### src/include/pace_defs.svh
// Purpose: offsets, field positions, reset values and timing constants
// Assumes: byte addresses on a 32-bit register port
// Notes:   definitions only
`ifndef PACE_DEFS_SVH
`define PACE_DEFS_SVH

// ---------------------------------------------------------------
// register offsets
// ---------------------------------------------------------------
`define OFF_SOFT_RESET   8'h04
`define OFF_PACE_CTRL    8'h0c
`define OFF_THR_EN_C0    8'h10
`define OFF_THR_EN_C1    8'h20
`define OFF_THR_EN_C2    8'h30
`define OFF_RX_MAX_C0    8'h70
`define OFF_TX_MAX_C0    8'h74
`define OFF_MAX_STRIDE   8'h08

// ---------------------------------------------------------------
// field positions and reset values
// ---------------------------------------------------------------
`define PACE_EN_LSB      16
`define PACE_EN_MSB      21
`define PRESCALE_MSB     11
`define CTRL_RESET       32'h00000000
`define THR_RESET        8'h00
`define MAX_RESET        6'h00

// ---------------------------------------------------------------
// timing: one pacing window is 1 ms of 4 us ticks
// ---------------------------------------------------------------
`define TICK_NS          4000
`define MS_NS            1000000
`define TICKS_PER_MS     (`MS_NS / `TICK_NS)

`endif

### src/include/pace_pkg.sv
// Purpose: shared types for the pacing block
// Assumes: nothing
// Notes:   constants live in pace_defs.svh
package pace_pkg;
  typedef logic [11:0] prescale_t;
  typedef logic [7:0]  chan_mask_t;
  typedef logic [5:0]  rate_t;
  typedef enum logic [1:0] {
    PACE_OPEN = 2'b01,
    PACE_FULL = 2'b10
  } pace_state_e;
endpackage

### src/core/pace_gate.sv
// Purpose: paces one core/direction pulse stream to a per-ms rate
// Assumes: ms_tick is a one-cycle pulse each pacing window
// Notes:   rate zero lets no paced pulse through while pace_enable is set
module pace_gate
  import pace_pkg::*;
(
  // clock and reset
  input  wire logic  core_clk,
  input  wire logic  reset,
  input  wire logic  sw_clear,
  // control
  input  wire logic  pace_enable,
  input  wire rate_t max_rate,
  input  wire logic  ms_tick,
  // pulses
  input  wire logic  raw_pulse,
  output logic       paced_pulse
);
  pace_state_e state;
  rate_t       sent;

  // count pulses released in this window
  always_ff @(posedge core_clk or posedge reset) begin
    if (reset) begin
      sent  <= 6'h00;
      state <= PACE_OPEN;
    end else if (sw_clear || ms_tick) begin
      sent  <= 6'h00;
      state <= PACE_OPEN;
    end else begin
      case (state)
        PACE_OPEN: begin
          if (raw_pulse && pace_enable) begin
            sent <= sent + 6'h01;
            if (sent + 6'h01 >= max_rate)
              state <= PACE_FULL;
          end
        end
        PACE_FULL: state <= PACE_FULL;
        default:   state <= PACE_OPEN;
      endcase
    end
  end

  // registered output, pass-through when pacing is off
  always_ff @(posedge core_clk or posedge reset) begin
    if (reset)
      paced_pulse <= 1'b0;
    else
      paced_pulse <= raw_pulse && !sw_clear &&
                     (!pace_enable || (state == PACE_OPEN && max_rate != 6'h00));
  end
endmodule // pace_gate

### src/core/pace_ctrl.sv
// Purpose: interrupt pacing control and rx threshold enables, 3 cores
// Assumes: register port strobes are one cycle; read data next cycle
// Notes:   pacing arithmetic is per core/direction in pace_gate
//
// The register addresses and strobed register access were chosen for this implementation.
`include "pace_defs.svh"
module pace_ctrl
  import pace_pkg::*;
(
  // clock and reset
  input  wire logic        core_clk,
  input  wire logic        reset,
  // register port
  input  wire logic [7:0]  reg_addr,
  input  wire logic [31:0] reg_wdata,
  input  wire logic        reg_write,
  input  wire logic        reg_read,
  output logic      [31:0] reg_rdata,
  // rx threshold events, 8 channels per core
  input  wire logic [23:0] rx_threshold_event,
  output logic      [2:0]  rx_threshold_pulse,
  // raw rx/tx pulses per core, paced versions out
  input  wire logic [2:0]  rx_raw_pulse,
  input  wire logic [2:0]  tx_raw_pulse,
  output logic      [2:0]  rx_paced_pulse,
  output logic      [2:0]  tx_paced_pulse,
  // timebase
  output logic             tick_4us
);
  logic [5:0]  pace_en;        // {c2tx,c2rx,c1tx,c1rx,c0tx,c0rx}
  prescale_t   tick_prescale_count;
  chan_mask_t  thr_en [3];
  rate_t       rx_max_rate_per_ms [3];
  rate_t       tx_max_rate_per_ms [3];
  logic        soft_clear;
  prescale_t   tick_cnt;
  logic [7:0]  ms_cnt;
  logic        ms_tick;

  // write decode helper used by every register
  function automatic logic hit(input logic [7:0] a, input logic [7:0] off);
    hit = (a == off);
  endfunction

  // ---------------------------------------------------------------
  // soft reset
  // ---------------------------------------------------------------
  // clear next cycle
  always_ff @(posedge core_clk or posedge reset) begin
    if (reset)
      soft_clear <= 1'b0;
    else
      soft_clear <= reg_write && hit(reg_addr, `OFF_SOFT_RESET) && reg_wdata[0];
  end

  // ---------------------------------------------------------------
  // control register
  // ---------------------------------------------------------------
  // pacing enables and prescale
  always_ff @(posedge core_clk or posedge reset) begin
    if (reset) begin
      pace_en             <= 6'h00;
      tick_prescale_count <= 12'h000;
    end else if (soft_clear) begin
      pace_en             <= 6'h00;
      tick_prescale_count <= 12'h000;
    end else if (reg_write && hit(reg_addr, `OFF_PACE_CTRL)) begin
      pace_en             <= reg_wdata[`PACE_EN_MSB:`PACE_EN_LSB];
      tick_prescale_count <= reg_wdata[`PRESCALE_MSB:0];
    end
  end

  // ---------------------------------------------------------------
  // per-core threshold enables and max-rate registers
  // ---------------------------------------------------------------
  genvar c;
  generate
    for (c = 0; c < 3; c++) begin : g_core
      localparam logic [7:0] THR_OFF = `OFF_THR_EN_C0 + 8'(c) * 8'h10;
      localparam logic [7:0] RXM_OFF = `OFF_RX_MAX_C0 + 8'(c) * `OFF_MAX_STRIDE;
      localparam logic [7:0] TXM_OFF = `OFF_TX_MAX_C0 + 8'(c) * `OFF_MAX_STRIDE;
      always_ff @(posedge core_clk or posedge reset) begin
        if (reset) begin
          thr_en[c]             <= `THR_RESET;
          rx_max_rate_per_ms[c] <= `MAX_RESET;
          tx_max_rate_per_ms[c] <= `MAX_RESET;
        end else if (soft_clear) begin
          thr_en[c]             <= `THR_RESET;
          rx_max_rate_per_ms[c] <= `MAX_RESET;
          tx_max_rate_per_ms[c] <= `MAX_RESET;
        end else if (reg_write) begin
          if (hit(reg_addr, THR_OFF)) thr_en[c] <= reg_wdata[7:0];
          if (hit(reg_addr, RXM_OFF)) rx_max_rate_per_ms[c] <= reg_wdata[5:0];
          if (hit(reg_addr, TXM_OFF)) tx_max_rate_per_ms[c] <= reg_wdata[5:0];
        end
      end
      // gated threshold pulse, quiet while soft clear runs
      always_ff @(posedge core_clk or posedge reset) begin
        if (reset)
          rx_threshold_pulse[c] <= 1'b0;
        else
          rx_threshold_pulse[c] <= !soft_clear &&
                                   |(rx_threshold_event[c*8 +: 8] & thr_en[c]);
      end
      pace_gate u_rx (
        .core_clk    (core_clk),
        .reset       (reset),
        .sw_clear    (soft_clear),
        .pace_enable (pace_en[2*c]),
        .max_rate    (rx_max_rate_per_ms[c]),
        .ms_tick     (ms_tick),
        .raw_pulse   (rx_raw_pulse[c]),
        .paced_pulse (rx_paced_pulse[c])
      );
      pace_gate u_tx (
        .core_clk    (core_clk),
        .reset       (reset),
        .sw_clear    (soft_clear),
        .pace_enable (pace_en[2*c+1]),
        .max_rate    (tx_max_rate_per_ms[c]),
        .ms_tick     (ms_tick),
        .raw_pulse   (tx_raw_pulse[c]),
        .paced_pulse (tx_paced_pulse[c])
      );
    end
  endgenerate

  // ---------------------------------------------------------------
  // timebase
  // ---------------------------------------------------------------
  // reload counter for 4 us tick
  always_ff @(posedge core_clk or posedge reset) begin
    if (reset) begin
      tick_cnt <= 12'h000;
      tick_4us <= 1'b0;
    end else if (soft_clear) begin
      tick_cnt <= 12'h000;
      tick_4us <= 1'b0;
    end else if (tick_cnt == 12'h000) begin
      tick_cnt <= tick_prescale_count;
      tick_4us <= (tick_prescale_count != 12'h000);
    end else begin
      tick_cnt <= tick_cnt - 12'h001;
      tick_4us <= 1'b0;
    end
  end

  always_ff @(posedge core_clk or posedge reset) begin
    if (reset) begin
      ms_cnt  <= 8'h00;
      ms_tick <= 1'b0;
    end else if (soft_clear) begin
      ms_cnt  <= 8'h00;
      ms_tick <= 1'b0;
    end else if (tick_4us && ms_cnt == 8'(`TICKS_PER_MS - 1)) begin
      ms_cnt  <= 8'h00;
      ms_tick <= 1'b1;
    end else begin
      ms_cnt  <= tick_4us ? ms_cnt + 8'h01 : ms_cnt;
      ms_tick <= 1'b0;
    end
  end

  // ---------------------------------------------------------------
  // read port
  // ---------------------------------------------------------------
  // reserved bits zero
  always_ff @(posedge core_clk or posedge reset) begin
    if (reset)
      reg_rdata <= 32'h00000000;
    else if (!reg_read)
      reg_rdata <= 32'h00000000;
    else begin
      case (reg_addr)
        `OFF_PACE_CTRL: reg_rdata <= {10'h000, pace_en, 4'h0, tick_prescale_count};
        `OFF_THR_EN_C0: reg_rdata <= {24'h000000, thr_en[0]};
        `OFF_THR_EN_C1: reg_rdata <= {24'h000000, thr_en[1]};
        `OFF_THR_EN_C2: reg_rdata <= {24'h000000, thr_en[2]};
        8'h70:          reg_rdata <= {26'h0000000, rx_max_rate_per_ms[0]};
        8'h74:          reg_rdata <= {26'h0000000, tx_max_rate_per_ms[0]};
        8'h78:          reg_rdata <= {26'h0000000, rx_max_rate_per_ms[1]};
        8'h7c:          reg_rdata <= {26'h0000000, tx_max_rate_per_ms[1]};
        8'h80:          reg_rdata <= {26'h0000000, rx_max_rate_per_ms[2]};
        8'h84:          reg_rdata <= {26'h0000000, tx_max_rate_per_ms[2]};
        default:        reg_rdata <= 32'h00000000;
      endcase
    end
  end
endmodule // pace_ctrl

### config.mk
export PLATFORM = sky130hd
export DESIGN_NAME = pace_ctrl
export DESIGN_NICKNAME = d
export VERILOG_FILES = /design/src/include/pace_pkg.sv /design/src/core/pace_gate.sv /design/src/core/pace_ctrl.sv
export VERILOG_INCLUDE_DIRS = /design/src /design/src/include
export SDC_FILE = /design/constraint.sdc
export NUM_CORES = 1
export LEC_CHECK = 0
export ABC_AREA = 1
export BUFFER_PORTS_ARGS = -buffer_cell sky130_fd_sc_hd__buf_4
export CORE_MARGIN = 5
export CORE_UTILIZATION = 60
export CTS_BUF_LIST = sky130_fd_sc_hd__clkbuf_16
export DETAILED_ROUTE_END_ITERATION = 6
export HOLD_SLACK_MARGIN = 0.06
export PLACE_DENSITY = 0.79
export SLEW_MARGIN = 20
export SYNTH_ARGS = -nofsm -noshare
export SYNTH_HDL_FRONTEND = slang
export SYNTH_SLANG_ARGS = --single-unit
export TNS_END_PERCENT = 5
### constraint.sdc
create_clock -name core_clk -period 14.4 [get_ports core_clk]
set_input_delay 0 -clock core_clk [delete_from_list [all_inputs] [get_ports core_clk]]
set_output_delay 0 -clock core_clk [all_outputs]
set_load 0.01 [all_outputs]
==> results.json, run 1 <==
{
  "grt_pass1_vias": 8538,
  "die_h_um": 138.7,
  "diodes": 0,
  "cp.required_ps": 14730,
  "holdPathStages": 6,
  "reg2reg_slack_ps": 12010,
  "setup_tns_ps": 0,
  "yosysTopAreaCell": "dfrtp_1",
  "critPathArrivalTime_ps": 2730,
  "vias_per_cell": 5.456,
  "r2r_cells": 4,
  "syn-cell-area_sq_um": 9937,
  "fillers": 1338,
  "startpoint_type": "flip-flop",
  "rsz0062_at_grt": "false",
  "ys_warn_count": 0,
  "via_count": 8654,
  "power_density_nw_per_um2": 121.8,
  "drt_iter0_drc": 624,
  "max_cap_viol_count": 0,
  "cts_sinks": 176,
  "ctsRootBufferMaster": "clkbuf_16",
  "die_w_um": 138.7,
  "worstMarginPinSlew_ps": 880.8,
  "firstDrtPassIters": 5,
  "fin_cells": 1586,
  "drc_errors": 0,
  "dieArea_sq_um": 19230,
  "design_area_sq_um": 11540,
  "area.growth.synth_to_final_pct": 16.10,
  "gp_congestion": 0.8535,
  "status": "complete, no violations",
  "synth_flop_cell": "dfrtp_1",
  "p_leak_nw": 6.019,
  "rows": 47,
  "drt_wl_total_mm": 24.22,
  "grt_util_all_layers_pct": 25.67,
  "portBuffers": 87,
  "cts_buffer_depth": 2,
  "numCtsBuffers": 17,
  "hold_violations": 0,
  "async_reset_ff_share_pct": 100.0,
  "dp_hpwl_mm": 16.79,
  "min_period_ps": 2392,
  "synthDistinctLibCells": 39,
  "rr_startpoint": "soft_clear",
  "critical_path.max_fanout": 42,
  "grt_max_degree": 67,
  "grt_overflow": 0,
  "cts_resized": 0,
  "path_clk_slew_ps": 70,
  "cts_htree_levels": 4,
  "syn-instance-count": 1246,
  "synth_top_area_share_pct": 42.81,
  "synth_edf_count": 0,
  "io-pin-count": 116,
  "rr_endpoint": "rx_max_rate_per_ms[4]",
  "synth-seq-cells": 176,
  "max_freq_mhz": 418.1,
  "insertion_delay_ps": 430,
  "syn_avg_cell_area_sq_um": 7.975,
  "postRouteAntennaNets": 0,
  "grt_pass1_wl_mm": 40.81,
  "end_kind": "flip-flop",
  "crit_type": "flip-flop to flip-flop",
  "finalMaxSlewViolations": 0,
  "min_from": "reg_addr[0]",
  "irDropWorstVdd_v": 0.00009959,
  "place_area_sq_um": 10600,
  "hp-class": "input port to flip-flop",
  "fin_crit_sh_pct": 16.61,
  "cts_tree": "yes",
  "setup_viol_count_final": 0,
  "synth.yosys.seq_area_share_pct": 44.40,
  "placedCellCount": 1516,
  "core_sq_um": 16410,
  "start_util_pct": 60.57,
  "hold_end": "reg_rdata[7]",
  "max_slew_margin_pct": 41.05,
  "finClkSkew_ps": 11.89,
  "wl_per_cell_um": 15.27,
  "nets": 1479,
  "drive_gt1_share_pct": 12.08,
  "synth_area_leaders": "dfrtp_1, nand2_1, nand3_1, ha_1, inv_1",
  "grt_antenna_before_repair": 0
}
## cell usage after synthesis, types with 2 or more instances
library cell	count
nor3_1	4
xor2_1	32
a31oi_1	5
a21oi_2	2
dfrtp_1	170
inv_1	143
buf_2	21
a31oi_2	3
a221oi_1	6
nor2_2	5
nor3b_1	2
xnor2_1	2
nand3_1	154
nand4_1	6
a211oi_1	2
nor2_4	9
nand3b_1	8
nor4_1	11
inv_2	7
dfstp_2	6
buf_4	25
nand2_1	283
o22ai_1	7
o21ai_0	85
clkbuf_1	5
nand2_2	4
o21a_1	5
buf_6	3
a31oi_4	2
ha_1	52
nand2_4	2
nor2_1	115
a21oi_1	37
o21ai_1	18
## state kept, by name, summed over array words and instances (netlist names)
signal,flops
g_core.u_rx.paced_pulse,3
g_core.u_rx.sent,18
g_core.u_rx.state,6
g_core.u_tx.paced_pulse,3
g_core.u_tx.sent,18
g_core.u_tx.state,6
ms_cnt,8
ms_tick,1
pace_en,6
reg_rdata,18
rx_max_rate_per_ms,18
rx_threshold_pulse,3
soft_clear,1
thr_en,24
tick_4us,1
tick_cnt,12
tick_prescale_count,12
tx_max_rate_per_ms,18
## cells by family after synthesis
kind of cell,Yosys count,share of synthesized area [%]
AOI/OAI and AO/OA,176,10.25
xor gates and xnor gates,34,2.997
adders and majority gates,52,6.547
buffers and inverters,204,9.141
DFF,176,44.40
other,1,0.03774
and+or+nand+nor,603,26.63
## final cells by class
cell class	count	area (sq um)	share of cell area, %
clock buffers	17	425.4	3.687
well taps	220	275.3	2.386
clock inverters	15	127.6	1.106
flip-flops and latches	176	4412	38.24
repair buffers	129	1064	9.218
inverters	150	568.0	4.924
multi-input cells	879	4666	40.44
## cell usage in the layout, fill, tap and decap left out, types with 7 or more instances in the layout
master | synthesis | routed
a21oi_1 | 37 | 37
dlygate4sd3_1 | 0 | 38
nand2_1 | 283 | 283
ha_1 | 52 | 52
o21ai_1 | 18 | 18
buf_4 | 25 | 91
inv_2 | 7 | 7
nand3b_1 | 8 | 8
nor4_1 | 11 | 11
xor2_1 | 32 | 32
nor2_4 | 9 | 9
inv_1 | 143 | 142
nor2_1 | 115 | 115
clkbuf_16 | 0 | 17
o22ai_1 | 7 | 7
dfrtp_1 | 170 | 170
nand3_1 | 154 | 154
o21ai_0 | 85 | 85
conb_1 | 1 | 14
## power by group
part / total (mW) / switching (mW) / internal [mW]
Combinational: 0.346 / 0.198 / 0.148
Sequential: 0.623 / 0.0558 / 0.567
Clock: 0.436 / 0.211 / 0.226
Total: 1.40 / 0.464 / 0.941
## stage by stage
stage	total power, mW	setup WS, ps	util (%)	hold WS (ps)
2_1_floorplan	0.8793	9636	-	117.8
3_3_place_gp	0.9453	12150	64.63	130.2
3_5_place_dp	0.9599	12120	64.63	130.3
4_1_cts	1.410	12090	70.32	102.2
5_1_grt	1.503	11840	70.32	132.3
6_report	1.405	12010	70.32	113.6
## worst max path at each step
stage	startpoint	end	slack (ps)	cells after the start
after floorplan	reset	g_core[0].u_rx.paced_pulse	9640	1
after global placement	soft_clear	rx_max_rate_per_ms[17]	12150	6
after detailed placement	soft_clear	rx_max_rate_per_ms[17]	12120	6
after CTS	reg_addr[7]	thr_en[18]	12090	9
after global routing	soft_clear	tx_max_rate_per_ms[7]	11840	4
final	soft_clear	rx_max_rate_per_ms[4]	12010	4
## worst max-delay path, stage by stage, from the launching register on
cell     delay, ps
dfrtp_1        430
buf_4          260
inv_2          650
nand2_1        580
o21ai_0        350
## repair_timing
item,in CTS,in global routing
hold buffers,38,0
hold endpoints to repair,116,0
buffers inserted,0,0
## routing by layer
| metal | GRT usage (%) | wire (um) |
|---|---|---|
| met5 | 0 | 0 |
| met4 | 9.114 | 526 |
| met3 | 4.586 | 1263 |
| met2 | 44.04 | 12150 |
| met1 | 32.90 | 10280 |
Power figures use the tool's default switching activity.
==> run 2: changes to the inputs <==
--- a/config.mk
+++ b/config.mk
@@ -6,14 +6,14 @@
 export SDC_FILE = /design/constraint.sdc
 export NUM_CORES = 1
 export LEC_CHECK = 0
-export ABC_AREA = 1
+export ABC_AREA = 0
 export BUFFER_PORTS_ARGS = -buffer_cell sky130_fd_sc_hd__buf_4
 export CORE_MARGIN = 5
-export CORE_UTILIZATION = 60
+export CORE_UTILIZATION = 59
 export CTS_BUF_LIST = sky130_fd_sc_hd__clkbuf_16
 export DETAILED_ROUTE_END_ITERATION = 6
 export HOLD_SLACK_MARGIN = 0.06
-export PLACE_DENSITY = 0.79
+export PLACE_DENSITY = 0.78
 export SLEW_MARGIN = 20
 export SYNTH_ARGS = -nofsm -noshare
 export SYNTH_HDL_FRONTEND = slang
==> constraint.sdc (replaced) <==
create_clock -name core_clk -period 2.35 [get_ports core_clk]
set_input_delay 0 -clock core_clk [delete_from_list [all_inputs] [get_ports core_clk]]
set_output_delay 0 -clock core_clk [all_outputs]
set_load 0.01 [all_outputs]
==> run 2 against run 1 <==
Worst hold slack worse by 11 ps. Sequential cell count unchanged. Fmax increased by 4.1%. Register-to-register slack got worse by 12000 ps. Synthesized area fell by 2.5%. Via count shrank 5.2%. Die area decreased by 0.78%. Sequential power increased to 6.0 times the previous value. Clock-buffer cell count did not move. Worst setup slack got worse by 12000 ps. Combinational power rose to 5.5 times the previous value. Largest cell class unchanged. Largest power group unchanged.
==> results.json, run 2 <==
{
  "cts_sinks": 176,
  "dp_hpwl_mm": 17.23,
  "status": "complete, no violations",
  "hold_violations": 0,
  "area.growth.synth_to_final_pct": 20.27,
  "reg2reg_slack_ps": 50,
  "cp.required_ps": 2660,
  "vias_per_cell": 5.922,
  "path_clk_slew_ps": 70,
  "gp_congestion": 0.9624,
  "core_sq_um": 16000,
  "rr_endpoint": "g_core[1].u_tx.state[1]",
  "wl_per_cell_um": 18.09,
  "syn-instance-count": 1034,
  "fin_crit_sh_pct": 97.74,
  "hp-class": "input port to flip-flop",
  "largest_reg_flops": 24,
  "portBuffers": 87,
  "holdWs_ps": 102.7,
  "crit_start": "g_core[1].u_tx.sent[1]",
  "power_density_nw_per_um2": 732.4,
  "synth.yosys.seq_area_share_pct": 45.53,
  "firstDrtPassIters": 5,
  "synthDistinctLibCells": 63,
  "syn-cell-area_sq_um": 9689,
  "muxShareOfSynthArea_pct": 4.455,
  "numCtsBuffers": 17,
  "io-pin-count": 116,
  "fin_cells": 1385,
  "final_cell_mix": "dfrtp_1, nand2_1, buf_4",
  "finalMaxSlewViolations": 0,
  "start_util_pct": 60.56,
  "drive_gt1_share_pct": 16.34,
  "synth_top_area_share_pct": 43.90,
  "drc_errors": 0,
  "cts_htree_levels": 4,
  "dieArea_sq_um": 19090,
  "grt_util_all_layers_pct": 26.52,
  "synth-xor-area-share_pct": 4.881,
  "yosysTopAreaCell": "dfrtp_1",
  "synth-simple-area-share_pct": 18.83,
  "placedCellCount": 1311,
  "hold_end": "soft_clear",
  "max_cap_viol_count": 0,
  "critPathArrivalTime_ps": 2610,
  "rr_startpoint": "g_core[1].u_tx.sent[1]",
  "grt_pass1_wl_mm": 41.54,
  "synth-seq-cells": 176,
  "drt_iter0_drc": 765,
  "die_w_um": 138.2,
  "crit_type": "flip-flop to flip-flop",
  "synth_flop_cell": "dfrtp_1",
  "irDropWorstVdd_v": 0.0005838,
  "critical_path.max_fanout": 3,
  "synth_edf_count": 0,
  "synthTopCellsByCount": "dfrtp_1, nand2_1, a21oi_1",
  "die_h_um": 138.2,
  "synth_top_family_by_area": "simple AND/OR/NAND/NOR gates",
  "holdPathStages": 3,
  "ys_warn_count": 0,
  "grt_max_degree": 86,
  "rsz0062_at_grt": "true",
  "synth_fa_ha_area_share_pct": 6.715,
  "cts_setup_buffers": 0,
  "cts_buffer_depth": 2,
  "diodes": 0,
  "synth_area_leaders": "dfrtp_1, ha_1, a21oi_1, nand2_1, mux2i_1",
  "postRouteAntennaNets": 0,
  "synth_compound_area_share_pct": 13.79,
  "fillers": 1163,
  "nets": 1282,
  "syn_avg_cell_area_sq_um": 9.371,
  "insertion_delay_ps": 430,
  "finClkSkew_ps": 7.950,
  "via_count": 8202,
  "rows": 46,
  "ctsRootBufferMaster": "clkbuf_16",
  "min_period_ps": 2297,
  "async_reset_ff_share_pct": 100.0,
  "grt_overflow": 0,
  "cts_tree": "yes",
  "setup_viol_count_final": 0,
  "max_slew_margin_pct": 41.69,
  "synth.most_common_cell": "dfrtp_1",
  "worstMarginPinSlew_ps": 872.8,
  "min_from": "reg_addr[3]",
  "end_kind": "flip-flop",
  "grt_antenna_before_repair": 0,
  "p_leak_nw": 5.410,
  "largest-register": "thr_en",
  "max_freq_mhz": 435.4,
  "grt_pass1_vias": 8217,
  "r2r_cells": 8,
  "startpoint_type": "flip-flop",
  "final_common_cell": "dfrtp_1",
  "drt_wl_total_mm": 25.06
}
run 2: changes by cell type in the layout (fill, tap and decap cells not counted), sizes merged, moves of 14 or more:
cell    before  now
xnor2        2   27
mux2i        0   33
and3         0   14
a22oi        0   17
buf         91  118
a211oi       2   20
nand2b       0   21
or3          0   17
nand2      289  123
nand3      154   59
o21ai      105   34
a21oi       39   99
nor2       129   88
inv        156   49
run 2: layout make-up:
type,instances,area (sq um),area share [%]
clock inverter,15,167.7,1.439
timing repair buffer,160,1369,11.75
tap,216,270.3,2.319
sequential,176,4415,37.89
clock buffer,17,425.4,3.650
multi-input combinational,754,4826,41.41
inverter,47,180.2,1.546
run 2: what timing repair did:
action | CTS | global route
pin swaps | 0 | 5
resized for setup | 2 | 12
hold buffers | 42 | 0
setup endpoints to repair | 2 | 7
endpoints found under the hold margin | 148 | 0
run 2: critical path, cell delays in order (launching register included):
cell and delay (ps):
dfrtp_1 370, nand3_1 100, or2_2 330, xnor2_1 140, ha_1 310, a211oi_2 240, o21ai_1 110, a41oi_2 210
mux2_2 360
run 2: per-layer routing:
| layer | up-vias | GRT usage, % | part of all wire, % |
|---|---|---|---|
| met4 | 0 | 10.61 | 3.1 |
| li1 | 3858 | - | - |
| met5 | - | 0 | 0 |
| met2 | 345 | 42.57 | 48 |
| met3 | 59 | 6.517 | 7.5 |
| met1 | 3940 | 34.80 | 41 |
run 2: kinds of logic after synthesis:
family / Yosys count
simple gates: 374
fa+ha+maj: 52
flops: 176
compound gates: 218
mux: 42
buf+inv: 117
xor+xnor: 54
other cells: 1
run 2: worst max path at each step:
| stage | end | depth (start not counted) | slack, ps |
|---|---|---|---|
| CTS | g_core[1].u_tx.state[1] | 8 | 9 |
| global placement | g_core[1].u_tx.state[1] | 8 | 80 |
| floorplan | g_core[1].u_tx.state[1] | 8 | 30 |
| detailed placement | g_core[0].u_rx.state[1] | 8 | -20 |
| finish | g_core[1].u_tx.state[1] | 8 | 50 |
| global route | g_core[1].u_tx.state[1] | 8 | -60 |
run 2: stage by stage:
| step | setup TNS (ps) | power, mW | cell area (sq um) | worst slack [ps] | util (%) |
|---|---|---|---|---|---|
| final | 0 | 8.535 | 11650 | 53.03 | 72.83 |
| after global routing | -114.8 | 8.970 | 11650 | -60.13 | 72.83 |
| after CTS | 0 | 8.523 | 11610 | 9.058 | 72.57 |
| after detailed placement | -18.20 | 5.548 | 10580 | -18.20 | 66.14 |
| after global placement | 0 | 5.460 | 10580 | 80.98 | 66.14 |
| after floorplan | 0 | 5.049 | 9742 | 31.01 | - |
run 2: power breakdown:
group | internal, mW | switching [mW] | total (mW)
sequential | 3.43 | 0.318 | 3.75
combinational | 0.966 | 0.950 | 1.92
clock | 1.66 | 1.21 | 2.87
==> run 3: changes to the inputs <==
--- a/config.mk
+++ b/config.mk
@@ -7,13 +7,12 @@
 export NUM_CORES = 1
 export LEC_CHECK = 0
 export ABC_AREA = 0
-export BUFFER_PORTS_ARGS = -buffer_cell sky130_fd_sc_hd__buf_4
 export CORE_MARGIN = 5
-export CORE_UTILIZATION = 59
-export CTS_BUF_LIST = sky130_fd_sc_hd__clkbuf_16
+export CORE_UTILIZATION = 60
 export DETAILED_ROUTE_END_ITERATION = 6
+export DONT_BUFFER_PORTS = 1
 export HOLD_SLACK_MARGIN = 0.06
-export PLACE_DENSITY = 0.78
+export PLACE_DENSITY = 0.73
 export SLEW_MARGIN = 20
 export SYNTH_ARGS = -nofsm -noshare
 export SYNTH_HDL_FRONTEND = slang
==> run 3 against run 2 <==
Clock power about the same. Global-route usage increased by 1.3 points. Non-clock buffer count decreased by 53. Sequential power about the same. Design area decreased by 2.6%. Worst hold slack got worse by 19 ps. Worst setup slack improved by 29 ps. Combinational power decreased by 7%. Die area decreased by 1.5%. Cell count decreased by 3.8%. Register-to-register slack improved by 50 ps. Sequential share of layout area increased by 0.99 points. Largest cell class unchanged.
==> results.json, run 3 (synthesized netlist as in run 2, its figures left out) <==
{
  "status": "complete, no violations",
  "drt_wl_total_mm": 25.07,
  "final_cell_mix": "dfrtp_1, nand2_1, a21oi_1",
  "finClkSkew_ps": 12.01,
  "drc_errors": 0,
  "path_clk_slew_ps": 80,
  "finalMaxSlewViolations": 0,
  "end_kind": "flip-flop",
  "highest_layer": "met4",
  "largest_reg_flops": 24,
  "drt_iter0_drc": 726,
  "core_sq_um": 15890,
  "crit_chain": "or4_4 > nor3_2 > buf_4 > and3_1 > dlygate4sd3_1 > nand2_1 > a21oi_1 > dlygate4sd3_1",
  "hp-class": "input port to flip-flop",
  "max_stage_delay_ps": 700,
  "switchingPower_mw": 2.494,
  "startpoint_type": "input port",
  "dp_hpwl_mm": 16.18,
  "design_area_sq_um": 11360,
  "power_density_nw_per_um2": 742.0,
  "crit_type": "input port to flip-flop",
  "via_count": 8028,
  "cts_tree": "yes",
  "setup_viol_count_final": 0,
  "hold_violations": 0,
  "fillers": 1189,
  "min_period_ps": 2268,
  "largest-register": "thr_en",
  "drive_gt1_share_pct": 9.409,
  "postRouteAntennaNets": 0,
  "numCtsBuffers": 17,
  "nets": 1229,
  "grt_max_degree": 146,
  "r2r_cells": 5,
  "ctsRootBufferMaster": "clkbuf_16",
  "rows": 46,
  "cts_sinks": 176,
  "place_area_sq_um": 9874,
  "cts_setup_buffers": 0,
  "firstDrtPassIters": 5,
  "grt_overflow": 0,
  "pwr-share-seq_pct": 44.5,
  "rsz0062_at_grt": "true",
  "wl_met1_mm": 10.61,
  "max_cap_viol_count": 0,
  "swShare_pct": 29.60,
  "max_freq_mhz": 440.9,
  "wl_per_cell_um": 18.82,
  "area.growth.synth_to_final_pct": 17.20,
  "diodes": 0,
  "p_leak_nw": 5.126,
  "final_common_cell": "dfrtp_1",
  "max_slew_margin_pct": 44.06,
  "crit_top_cell": "dlygate4sd3_1",
  "grt_util_all_layers_pct": 27.85,
  "io-pin-count": 116,
  "insertion_delay_ps": 430,
  "cts_htree_levels": 4,
  "cp.required_ps": 2720,
  "holdPathStages": 3,
  "start_util_pct": 61.00,
  "cts_buffer_depth": 2,
  "p_clk_share_pct": 34.3,
  "grt_pass1_vias": 7839,
  "post-route-util_pct": 71.49,
  "p_int_mw": 5.932,
  "die_h_um": 137.1,
  "slowest_stage": "dlygate4sd3_1",
  "gp_congestion": 0.9018,
  "met3_length_mm": 2.163,
  "critPathArrivalTime_ps": 2640,
  "irDropWorstVdd_v": 0.0005992,
  "vias_per_cell": 6.027,
  "grt_antenna_before_repair": 0,
  "portBuffers": 0,
  "fin_crit_sh_pct": 96.52,
  "critical_path.max_fanout": 8,
  "met2WireLength_mm": 11.80,
  "power_frac_comb_pct": 21.2,
  "die_w_um": 137.1,
  "dieArea_sq_um": 18790,
  "worstMarginPinSlew_ps": 839.1,
  "grt_pass1_wl_mm": 40.89
}
## run 3: per-stage QoR
stage / setup TNS, ps / worst slack (ps) / hold slack (ps) / power, mW / cells
after global placement: 0 / 102.4 / 25.22 / 5.284 / 1220
after global routing: -45.22 / -22.14 / 66.03 / 8.912 / 1332
after detailed placement: 0 / 32.17 / 34.71 / 5.367 / 1220
after floorplan: 0 / 31.01 / 123.5 / 5.049 / 1047
final: 0 / 81.89 / 83.80 / 8.426 / 1332
after CTS: 0 / 0.3464 / 62.67 / 8.393 / 1332
## run 3: layout make-up
class                   count  area [sq um]  share of cell area [%]
repair buffers            107          1054                   9.277
inverters                  47         180.2                   1.587
clock buffers              17         425.4                   3.746
clock inverters            15         175.2                   1.543
well taps                 216         270.3                   2.380
flip-flops and latches    176          4415                   38.88
multi-input cells         754          4836                   42.58
## run 3: critical path, delay by kind of cell
kind            cells  cell delay (ps)
simple gates        4             1040
buf+inv             3             1450
compound gates      1              150
## run 3: power groups by stage
stage / Clock, mW / Sequential, mW / Combinational, mW
after floorplan: 0 / 3.71 / 1.34
after global placement: 0 / 3.78 / 1.51
after detailed placement: 0 / 3.79 / 1.57
after CTS: 2.93 / 3.74 / 1.73
after global routing: 3.06 / 3.79 / 2.06
final: 2.89 / 3.75 / 1.79
## run 3: timing repair
item                                   4_1_cts  5_1_grt
endpoints found under the hold margin      322        0
gates resized for setup                      0       15
hold buffers                                80        0
setup endpoints to repair                    0       29
## run 3: per-layer routing
| layer | up-vias | GRT usage [%] |
|---|---|---|
| met5 | - | 0 |
| met4 | 0 | 7.040 |
| met3 | 43 | 8.125 |
| met2 | 346 | 44.25 |
| met1 | 3891 | 37.74 |
| li1 | 3748 | - |
## run 3: final timing paths
check,endpoint,from,slack (ps)
worst max-delay path,thr_en[6],reg_addr[1],80
worst min-delay path,reg_rdata[1],reg_addr[7],80
worst max register to register,tick_cnt[5],tick_cnt[4],100
worst min register to register,tick_cnt[0],tick_cnt[0],520
max in group asynchronous,soft_clear,reset,1370
min in group asynchronous,reg_rdata[10],reset,190
